File: config.mk
export PLATFORM = sky130hd
export DESIGN_NAME = gat_device_flat
export DESIGN_NICKNAME = d
export VERILOG_FILES = /design/src/core/gat_pkg.sv /design/src/core/gat_bus_if.sv /design/src/core/gat_addr_match.sv /design/src/core/gat_device.sv /design/src/flat_wrapper.sv
export SDC_FILE = /design/constraint.sdc
export NUM_CORES = 1
export LEC_CHECK = 0
export BUFFER_PORTS_ARGS = -buffer_cell sky130_fd_sc_hd__clkbuf_2
export CAP_MARGIN = 5
export CORE_MARGIN = 8
export CORE_UTILIZATION = 25
export DETAILED_ROUTE_END_ITERATION = 16
export MAX_ROUTING_LAYER = met4
export PLACE_DENSITY = 0.5
export SETUP_SLACK_MARGIN = 0.05
export SLEW_MARGIN = 20
export SYNTH_ARGS = -nofsm -noshare
export SYNTH_HDL_FRONTEND = slang
export SYNTH_SLANG_ARGS = --single-unit
File: constraint.sdc
create_clock -name mclk -period 6.55 [get_ports mclk]
set_input_delay 1.31 -clock mclk [delete_from_list [all_inputs] [get_ports mclk]]
set_output_delay 1.31 -clock mclk [all_outputs]
set_load 0.005 [all_outputs]
File: src/core/gat_pkg.sv
package gat_pkg;
	localparam int ADDR_W = 5;
	localparam int DATA_W = 8;
	localparam int CNT_W = 16;
	localparam logic [4:0] ADDR_MAX = 5'h1e;
	localparam int ADDR_LSB = 0;
	localparam int ADDR_MSB = 4;
	localparam int LISTEN_FLAG_POS = 5;
	localparam int TALK_FLAG_POS = 6;
	localparam logic [1:0] GRP_LISTEN = 2'h1;
	localparam logic [1:0] GRP_TALK = 2'h2;
	localparam logic [1:0] GRP_SEC = 2'h3;
	localparam logic [7:0] LISTEN_BASE = 8'h20;
	localparam logic [7:0] TALK_BASE = 8'h40;
	localparam logic [7:0] SEC_BASE = 8'h60;
	localparam logic [6:0] CMD_UNLISTEN = 7'h3f;
	localparam logic [6:0] CMD_UNTALK = 7'h5f;
	localparam logic [7:0] EOS_DEFAULT = 8'h0a;
	localparam logic [CNT_W-1:0] CNT_ZERO = 16'h0000;
	localparam logic [CNT_W-1:0] CNT_ONE = 16'h0001;
	localparam logic [DATA_W-1:0] BYTE_ZERO = 8'h00;
	// Controller-side register map.
	localparam logic [3:0] REG_CMD = 4'h0;
	localparam logic [3:0] REG_DATA = 4'h1;
	localparam logic [3:0] REG_STATUS = 4'h2;
	localparam logic [3:0] REG_RXDATA = 4'h3;
	localparam int ST_BUSY = 0;
	localparam int ST_RXV = 1;
	localparam int ST_RXEND = 2;
endpackage

File: src/core/gat_bus_if.sv
`timescale 1ns/1ps
interface gat_bus_if;
	logic [7:0] dio;
	logic atn;
	logic eoi;
	logic strobe;
	logic [7:0] t_dio;
	logic t_eoi;
	logic t_strobe;
	logic t_hold;
	logic l_hold;
	modport dev (input dio, atn, eoi, strobe, output t_dio, t_eoi, t_strobe, l_hold, input t_hold);
	modport ctl (output dio, atn, eoi, strobe, input t_dio, t_eoi, t_strobe, l_hold, output t_hold);
endinterface

File: src/core/gat_addr_match.sv
`timescale 1ns/1ps
module gat_addr_match
	import gat_pkg::*;
(
	// Command byte and own address.
	input wire logic [7:0] cmd,
	input wire logic [4:0] my_addr,
	// Decode results.
	output logic is_listen,
	output logic is_talk,
	output logic is_sec,
	output logic addr_hit,
	output logic is_unl,
	output logic is_unt
);
	logic [1:0] grp;
	// Bit 7 never enters the decode.
	assign grp = {cmd[TALK_FLAG_POS], cmd[LISTEN_FLAG_POS]};
	assign addr_hit = cmd[ADDR_MSB:ADDR_LSB] == my_addr;
	assign is_listen = grp == GRP_LISTEN;
	assign is_talk = grp == GRP_TALK;
	assign is_sec = grp == GRP_SEC;
	assign is_unl = cmd[6:0] == CMD_UNLISTEN;
	assign is_unt = cmd[6:0] == CMD_UNTALK;
endmodule // gat_addr_match

File: src/core/gat_device.sv
`timescale 1ns/1ps
// Contract
// - attention high means command, low means data
// - data moves only when addressed
// - unique primary address from 0 to 30
// - address in bits 0-4, flags 5, 6
// - bit 7 of commands ignored
// - listen code is address plus 0x20
// - talk code is address plus 0x40
// - secondary code is address plus 0x60
// - secondary follows primary; both must match
// - untalk 0x5f drops talker state
// - other talk address drops talker state
// - unlisten 0x3f drops listener state
// - listener kept until unlisten only
// - termination applies only to data bytes
// - listener ends on termination character
// - talker sends termination character last
// - talker asserts end line on last only
// - listener ends on byte with end line
// - listener stops and holds after count
// - talker waits while t_hold or attention is set
// - any enabled termination ends transfer
module gat_device
	import gat_pkg::*;
(
	// Clock and reset.
	input wire logic mclk,
	input wire logic sys_rst,
	// Bus side.
	gat_bus_if.dev bus,
	// Configuration.
	input wire logic cfg_load,
	input wire logic [4:0] cfg_addr,
	input wire logic cfg_sec_en,
	input wire logic [4:0] cfg_sec_addr,
	input wire logic [7:0] cfg_eos_char,
	input wire logic cfg_eos_en,
	input wire logic cfg_eoi_en,
	input wire logic cfg_cnt_en,
	input wire logic [15:0] cfg_count,
	// Received data.
	output logic rx_valid,
	output logic [7:0] rx_data,
	output logic rx_end,
	// Transmit data.
	input wire logic tx_valid,
	input wire logic [7:0] tx_data,
	input wire logic tx_last,
	output logic tx_ready,
	// Status.
	output logic talker,
	output logic listener
);
	import gat_pkg::*;
	typedef enum logic [1:0] {GAT_SEC_NONE, GAT_SEC_LISTEN, GAT_SEC_TALK} gat_sec_e;
	logic [4:0] addr_reg;
	logic sec_en_reg;
	logic [4:0] sec_addr_reg;
	logic [7:0] eos_reg;
	logic eos_en_reg, eoi_en_reg, cnt_en_reg;
	logic [15:0] count_reg;
	logic [15:0] rx_cnt_reg;
	logic hold_reg;
	logic tx_eos_reg;
	gat_sec_e sec_reg;
	logic is_listen, is_talk, is_sec, addr_hit, is_unl, is_unt;
	logic cmd_byte, data_byte, rx_take, rx_term, tx_fire;

	gat_addr_match u_match (
		.cmd(bus.dio),
		.my_addr(addr_reg),
		.is_listen(is_listen),
		.is_talk(is_talk),
		.is_sec(is_sec),
		.addr_hit(addr_hit),
		.is_unl(is_unl),
		.is_unt(is_unt)
	);

	function automatic logic cfg_eos_hit();
		return bus.dio == eos_reg;
	endfunction

	assign cmd_byte = bus.strobe && bus.atn;
	assign data_byte = bus.strobe && !bus.atn;
	assign rx_take = data_byte && listener && !hold_reg;
	assign rx_term = (cfg_eos_hit() && eos_en_reg) || (bus.eoi && eoi_en_reg) ||
		(cnt_en_reg && rx_cnt_reg + CNT_ONE >= count_reg);

	// Configuration storage.
	always_ff @(posedge mclk) begin
		if (sys_rst) begin
			addr_reg <= 5'h00;
			sec_en_reg <= 1'b0;
			sec_addr_reg <= 5'h00;
			eos_reg <= EOS_DEFAULT;
			eos_en_reg <= 1'b0;
			eoi_en_reg <= 1'b0;
			cnt_en_reg <= 1'b0;
			count_reg <= CNT_ZERO;
		end else if (cfg_load) begin
			addr_reg <= (cfg_addr > ADDR_MAX) ? ADDR_MAX : cfg_addr;
			sec_en_reg <= cfg_sec_en;
			sec_addr_reg <= cfg_sec_addr;
			eos_reg <= cfg_eos_char;
			eos_en_reg <= cfg_eos_en;
			eoi_en_reg <= cfg_eoi_en;
			cnt_en_reg <= cfg_cnt_en;
			count_reg <= cfg_count;
		end
	end

	// Addressing state.
	always_ff @(posedge mclk) begin
		if (sys_rst) begin
			talker <= 1'b0;
			listener <= 1'b0;
			sec_reg <= GAT_SEC_NONE;
		end else if (cmd_byte) begin
			sec_reg <= GAT_SEC_NONE;
			if (is_unl) begin
				listener <= 1'b0;
			end else if (is_unt) begin
				talker <= 1'b0;
			end else if (is_listen && addr_hit) begin
				if (sec_en_reg) begin
					sec_reg <= GAT_SEC_LISTEN;
				end else begin
					listener <= 1'b1;
				end
			end else if (is_talk) begin
				if (!addr_hit) begin
					talker <= 1'b0;
				end else if (sec_en_reg) begin
					sec_reg <= GAT_SEC_TALK;
				end else begin
					talker <= 1'b1;
				end
			end else if (is_sec && bus.dio[ADDR_MSB:ADDR_LSB] == sec_addr_reg) begin
				unique case (sec_reg)
					GAT_SEC_LISTEN: listener <= 1'b1;
					GAT_SEC_TALK: talker <= 1'b1;
					GAT_SEC_NONE: ;
				endcase
			end
		end
	end

	// Listener path.
	always_ff @(posedge mclk) begin
		if (sys_rst) begin
			rx_valid <= 1'b0;
			rx_data <= BYTE_ZERO;
			rx_end <= 1'b0;
			rx_cnt_reg <= CNT_ZERO;
			hold_reg <= 1'b0;
		end else begin
			rx_valid <= rx_take;
			rx_end <= rx_take && rx_term;
			if (rx_take) begin
				rx_data <= bus.dio;
			end
			if (cfg_load || !listener || (cmd_byte && is_unl)) begin
				rx_cnt_reg <= CNT_ZERO;
				hold_reg <= 1'b0;
			end else if (rx_take) begin
				rx_cnt_reg <= rx_term ? CNT_ZERO : rx_cnt_reg + CNT_ONE;
				hold_reg <= cnt_en_reg && rx_cnt_reg + CNT_ONE >= count_reg;
			end
		end
	end

	// Talker path.
	assign tx_fire = talker && !bus.atn && !bus.t_hold && tx_valid && !tx_eos_reg;
	always_ff @(posedge mclk) begin
		if (sys_rst) begin
			bus.t_strobe <= 1'b0;
			bus.t_dio <= BYTE_ZERO;
			bus.t_eoi <= 1'b0;
			tx_eos_reg <= 1'b0;
			tx_ready <= 1'b0;
		end else begin
			tx_ready <= talker && !bus.atn && !bus.t_hold && !tx_eos_reg && !tx_fire;
			if (tx_eos_reg && talker && !bus.atn && !bus.t_hold) begin
				bus.t_strobe <= 1'b1;
				bus.t_dio <= eos_reg;
				bus.t_eoi <= eoi_en_reg;
				tx_eos_reg <= 1'b0;
			end else if (tx_fire) begin
				bus.t_strobe <= 1'b1;
				bus.t_dio <= tx_data;
				bus.t_eoi <= eoi_en_reg && tx_last && !eos_en_reg;
				tx_eos_reg <= tx_last && eos_en_reg;
			end else begin
				bus.t_strobe <= 1'b0;
				bus.t_eoi <= 1'b0;
			end
			if (!talker) begin
				tx_eos_reg <= 1'b0;
			end
		end
	end

	assign bus.l_hold = hold_reg;
endmodule // gat_device

File: src/flat_wrapper.sv
// flat-port wrapper written by rule: the top's interface ports become plain ports
module gat_device_flat import gat_pkg::*;
  (mclk, sys_rst, cfg_load, cfg_addr, cfg_sec_en, cfg_sec_addr, cfg_eos_char, cfg_eos_en, cfg_eoi_en, cfg_cnt_en, cfg_count, rx_valid, rx_data, rx_end, tx_valid, tx_data, tx_last, tx_ready, talker, listener, bus_dio, bus_atn, bus_eoi, bus_strobe, bus_t_dio, bus_t_eoi, bus_t_strobe, bus_l_hold, bus_t_hold);
  gat_bus_if bus_i ();
  input wire logic mclk;
  input wire logic sys_rst;
  input wire logic cfg_load;
  input wire logic [4:0] cfg_addr;
  input wire logic cfg_sec_en;
  input wire logic [4:0] cfg_sec_addr;
  input wire logic [7:0] cfg_eos_char;
  input wire logic cfg_eos_en;
  input wire logic cfg_eoi_en;
  input wire logic cfg_cnt_en;
  input wire logic [15:0] cfg_count;
  output logic rx_valid;
  output logic [7:0] rx_data;
  output logic rx_end;
  input wire logic tx_valid;
  input wire logic [7:0] tx_data;
  input wire logic tx_last;
  output logic tx_ready;
  output logic talker;
  output logic listener;
  input wire logic [$bits(bus_i.dio)-1:0] bus_dio;
  input wire logic [$bits(bus_i.atn)-1:0] bus_atn;
  input wire logic [$bits(bus_i.eoi)-1:0] bus_eoi;
  input wire logic [$bits(bus_i.strobe)-1:0] bus_strobe;
  output wire logic [$bits(bus_i.t_dio)-1:0] bus_t_dio;
  output wire logic [$bits(bus_i.t_eoi)-1:0] bus_t_eoi;
  output wire logic [$bits(bus_i.t_strobe)-1:0] bus_t_strobe;
  output wire logic [$bits(bus_i.l_hold)-1:0] bus_l_hold;
  input wire logic [$bits(bus_i.t_hold)-1:0] bus_t_hold;
  assign bus_i.dio = bus_dio;
  assign bus_i.atn = bus_atn;
  assign bus_i.eoi = bus_eoi;
  assign bus_i.strobe = bus_strobe;
  assign bus_t_dio = bus_i.t_dio;
  assign bus_t_eoi = bus_i.t_eoi;
  assign bus_t_strobe = bus_i.t_strobe;
  assign bus_l_hold = bus_i.l_hold;
  assign bus_i.t_hold = bus_t_hold;
  gat_device u_core (.mclk(mclk), .sys_rst(sys_rst), .bus(bus_i), .cfg_load(cfg_load), .cfg_addr(cfg_addr), .cfg_sec_en(cfg_sec_en), .cfg_sec_addr(cfg_sec_addr), .cfg_eos_char(cfg_eos_char), .cfg_eos_en(cfg_eos_en), .cfg_eoi_en(cfg_eoi_en), .cfg_cnt_en(cfg_cnt_en), .cfg_count(cfg_count), .rx_valid(rx_valid), .rx_data(rx_data), .rx_end(rx_end), .tx_valid(tx_valid), .tx_data(tx_data), .tx_last(tx_last), .tx_ready(tx_ready), .talker(talker), .listener(listener));
endmodule
# Word level (Yosys, flattened, before mapping)
# Cells that the tools add are included.
totals:
  register_bits: 81
  out_inout_bits: 24
op_classes:
  addsub: 1
  n_lt_le_gt_ge: 2
  eq_ne: 15
  n_mux: 28
  n_bitwise: 2
  reduce_logical: 43
op_table:
  columns: ["operator", "count"]
  rows:
  - ["1-bit logical AND", 23]
  - ["1-bit two-way mux", 18]
  - ["16-bit by 1-bit adder with 16-bit output (second input constant)", 1]
  - ["16-bit greater-or-equal comparator", 1]
  - ["16-bit two-way mux", 1]
  - ["8-bit two-way mux", 2]
  - ["2-bit two-way mux", 6]
  - ["6-bit AND reduction", 2]
  - ["3-bit nonzero test", 4]
  - ["5-bit == test", 2]
  - ["8-bit == test", 1]
  - ["7-bit by 6-bit == test with 1-bit output (second input constant)", 1]
  - ["7-bit == test (second input constant)", 1]
  - ["1-bit logical NOT", 7]
  - ["2-bit == test (second input constant)", 3]
  - ["3-bit != test (second input constant)", 2]
  - ["5-bit > comparator (second input constant)", 1]
  - ["5-bit two-way mux", 1]
  - ["2-bit by 1-bit == test with 1-bit output (second input constant)", 2]
  - ["1-bit logical OR", 4]
  - ["2-bit by 1-bit != test with 1-bit output (second input constant)", 2]
  - ["4-bit != test (second input constant)", 1]
  - ["3-bit OR reduction", 1]
  - ["1-bit NOT", 2]
  - ["other kinds (2)", 2]

# Longest topological paths before layout
logic_depth:
  depth_word: 7
  depth_mapped: 13
  ltp_nobuf: 12

# By module
# From an unflattened synthesis, not the netlist that was laid out.
unflattened:
  cells_unflattened: 467
  area_unflattened_um2: 4101.4
modules_own_cells:
  columns: ["module", "n_inst", "cells_each", "area_each_um2"]
  rows:
  - ["gat_device", 1, 453, 3987.6]
  - ["gat_addr_match", 1, 14, 113.9]

# Worst setup path before layout
# Ideal clock, no wire load.
synth_timing:
  path_kind: "register to register"
  startpoint: "reg u_core.rx_cnt_reg[0]"
  endpoint: "reg u_core.rx_cnt_reg[10]"
  setup_ns: 0.060
  arrival_time_ns: 3.078
  required_ns: 6.490
  setup_slack_ns: 3.413
  path_stages_with_launch: 14
  path_buffers: 1
  cell_sequence: "dfxtp_1 -> ha_1 -> nand2_1 -> nor4b_2 -> nand3_1 -> xnor2_1 -> ha_1 -> nand4_1 -> nor3_1 -> a211o_1 -> o31a_1 -> buf_4 -> nor3_4 -> a221o_1"
synth_via:
  elab_chain_len: 5
synth_rtl:
  columns: ["item", "line_no", "rtl"]
  rows:
  - ["start, declared", "gat_device.sv:63", "logic [15:0] rx_cnt_reg;"]
  - ["start signal, assigned", "gat_device.sv:168", "rx_cnt_reg <= rx_term ? CNT_ZERO : rx_cnt_reg + CNT_ONE;"]
  - ["16-bit by 1-bit adder with 16-bit output *", "gat_device.sv:89, gat_device.sv:168", null]
  - ["16-bit greater-or-equal comparator", "gat_device.sv:89", "(cnt_en_reg && rx_cnt_reg + CNT_ONE >= count_reg);"]
  - ["1-bit logical AND", "gat_device.sv:89", null]
  - ["1-bit logical OR", "gat_device.sv:88", "assign rx_term = (cfg_eos_hit() && eos_en_reg) || (bus.eoi && eoi_en_reg) ||"]
  - ["16-bit two-way mux *", "gat_device.sv:168", null]
# Every way passes the cells marked *; elsewhere a longest branch is shown, timed or not.
# A chain may end at the register's enable or synchronous reset.

# Worst setup path after layout
layout_timing:
  startpoint: "reg u_core.rx_cnt_reg[0]"
  endpoint: "reg u_core.rx_cnt_reg[14]"
# Same word-level chain as after synthesis.

==> reports/qor.txt <==
Status = completed
Final count of negative-setup-slack endpoints = 0
Synth Net Count = 532
Distinct cells, synth = 56
Drt drc = 0
Final Hold Viols = 0
Max clock buf depth = 2
CTS buffer count = 9
Largest net degree at the start of global routing = 65
Tmin final = 3.74 ns
Antenna violations before repair = 0
Die Y = 144 µm
RSZ-0062 raised after global routing = false
Met1 Use GR = 13.2%
Most common cell after layout, fill and taps aside = clkbuf_2
Met3 usage = 2.31%
Worst-Skew Late Latency = 0.34 ns
CTS tree = built
Top Usage Layer GRT = met2
ANT cells = 0
Tightest Pin Transition = 1.09 ns
Layout fillers = 1691
Seq/Total Area, Yosys = 39.6%
Crit. End Element = flip-flop
Critical Path AT = 3.96 ns
GR Overflow Total = 0
I/O pin cnt = 87
Crit path max fanout = 10
Mapped Cells = 452
Worst slew margin = 27.0%
Async SR Flop Fraction = 0%
Antenna Nets Post-Route = 0
Critical path's most frequent cell = ha_1
Clock skew = 0.0130 ns
Mapped Area = 4100 µm²
Buffers on Ports = 86
P_leak = 0.00215 µW
Final RePlAce weighted congestion = 0.767
Share of cells above drive strength 1 = 21.8%
Critical Path, Cell by Cell = ha_1, nand2_1, nor4b_2, nand3_1, xnor2_1, ha_1, nand4_1, nor3_1, nor4b_1, o31a_1, nor3_4, a221o_1
DR WL/cell = 14.7 µm
Starting Density = 25.7%
Clk slew on worst S/H paths = 0.06 ns
Clk sink count = 81
Die W = 144 µm
Cts repair resizes = 0
First-pass GRT wire length = 17.6 mm
Maximum vdd drop = 0.000107 V
TritonRoute pass-1 iters = 8
Core area = 15900 µm²
TNS Setup = 0 ns
Setup WS post-layout = 2.81 ns
Area delta synth->final = 22.6%
CP peak stage delay = 0.48 ns
Post-synth EDFFs = 0
Worst setup SP type = flip-flop
Crit path kind = flip-flop to flip-flop
Vias in the first global route = 3562
Vias per inst = 4.62
Via Count = 3459
Hold buffer count at cts = 0
YS warnings = 0
Top FF cell, synth = dfxtp_1
Final wirelength = 11.0 mm
Total GRT Usage = 11.2%
Final Max Slew Viols = 0
GR Util met2 = 18.5%
Initial DRC Count = 162
Tcrit/Tclk final = 57.1%
Worst path required time = 6.77 ns
Pre-CTS WS = 2.81 ns
Syn_area_per_cell = 9.06 µm²
Rows = 46
Final #Nets = 607
Area occupied by multi-input gates = 2310 µm²
Commonest cells after routing, fill and taps aside = clkbuf_2 (86), dfxtp_1 (81), nor2_1 (58)
# H-tree levels = 3
Clk Tree Root Cell = clkbuf_16
Hold Path Class = flip-flop to flip-flop
Max frequency = 267 MHz
Post-CTS Setup Bufs = 0
Slowest library cell on the worst path = o31a_1
DPL Wire Length = 8.37 mm
Die Area = 20700 µm²
Seq. cell area = 1620 µm²
Power per cell area = 224 nW/µm²
Flops & latches, synth = 81
Maxcap violations = 0
[metrics by stage]
step	std cells	total power (µW)	instance area, µm²	hold slack [ns]	utilization, %
2_1_floorplan	452	590	4100	0.435	-
3_3_place_gp	732	626	4720	0.444	29.6
3_5_place_dp	732	628	4720	0.450	29.6
4_1_cts	748	1150	5020	0.459	31.5
5_1_grt	748	1180	5020	0.480	31.5
6_report	748	1130	5020	0.456	31.5
[worst max-delay path, delay by kind of cell (launching register included)]
kind / cells / cell delay, ns
AND/OR/NAND/NOR: 7 / 1.64
XOR/XNOR: 1 / 0.16
AO/OA/AOI/OAI: 2 / 0.80
adder cells (fa/ha/maj): 2 / 0.60
flip-flops: 1 / 0.41
[path summary, 6_finish.rpt]
path / to / startpoint / depth (start not counted) / slack (ns)
max: u_core.rx_cnt_reg[14] / u_core.rx_cnt_reg[0] / 12 / 2.81
min: u_core.rx_data[4] / u_core.rx_data[4] / 2 / 0.46
max reg2reg: u_core.rx_cnt_reg[14] / u_core.rx_cnt_reg[0] / 12 / 2.81
min reg2reg: u_core.rx_data[4] / u_core.rx_data[4] / 2 / 0.46
[area by class of cell]
cell class                 instances  area share (%)
clock buffer                      10            4.76
clock inverter                     6            1.30
inverter                          16            1.20
multi-input combinational        330            46.1
sequential                        81            32.3
tap                              216            5.38
timing repair buffer              89            9.02
[logic make-up (layout without fill, tap and decap cells)]
| logic type | Yosys count | in the layout | synth area share (%) |
|---|---|---|---|
| XOR/XNOR | 30 | 30 | 6.42 |
| adder cells (fa/ha/maj) | 17 | 17 | 5.19 |
| multiplexers | 44 | 44 | 10.8 |
| AND/OR/NAND/NOR | 168 | 168 | 21.0 |
| AO/OA/AOI/OAI | 71 | 71 | 13.0 |
| buffers and inverters | 41 | 121 | 4.06 |
| flip-flops | 81 | 81 | 39.6 |
[layer usage]
layer,vias to the layer above,wire length [µm]
met4,0,108
met5,-,0
li1,1735,-
met1,1649,4960
met3,6,403
met2,69,5510
[power by group]
part           internal, µW  switching (µW)
combinational          46.0            51.3
sequential              507            10.4
clock                   306             206
[synth_stat cells, types with 2 or more instances]
library cell | instances | area, µm²
o31ai_1 | 4 | 30.0
or3b_1 | 2 | 17.5
o21a_1 | 2 | 15.0
a211o_1 | 3 | 26.3
and3_1 | 5 | 31.3
nor2b_1 | 6 | 37.5
nor3_1 | 11 | 55.1
o31a_1 | 2 | 17.5
buf_2 | 7 | 35.0
buf_1 | 5 | 18.8
o21ai_0 | 7 | 35.0
ha_1 | 17 | 213
a221o_1 | 3 | 30.0
a22o_1 | 7 | 61.3
a22oi_1 | 2 | 15.0
xnor2_1 | 20 | 175
nand2_1 | 40 | 150
nor2_1 | 58 | 218
nand4_1 | 8 | 50.1
nand2b_1 | 5 | 31.3
nand3_1 | 14 | 70.1
a211oi_1 | 8 | 60.1
dfxtp_1 | 81 | 1620
a21o_1 | 4 | 30.0
a21oi_1 | 20 | 100
mux2i_1 | 44 | 440
xor2_1 | 10 | 87.6
nor4b_1 | 2 | 17.5
clkbuf_1 | 12 | 45.0
nor4_1 | 2 | 12.5
inv_1 | 16 | 60.1
Note: power is estimated with default switching activity, not from simulation.
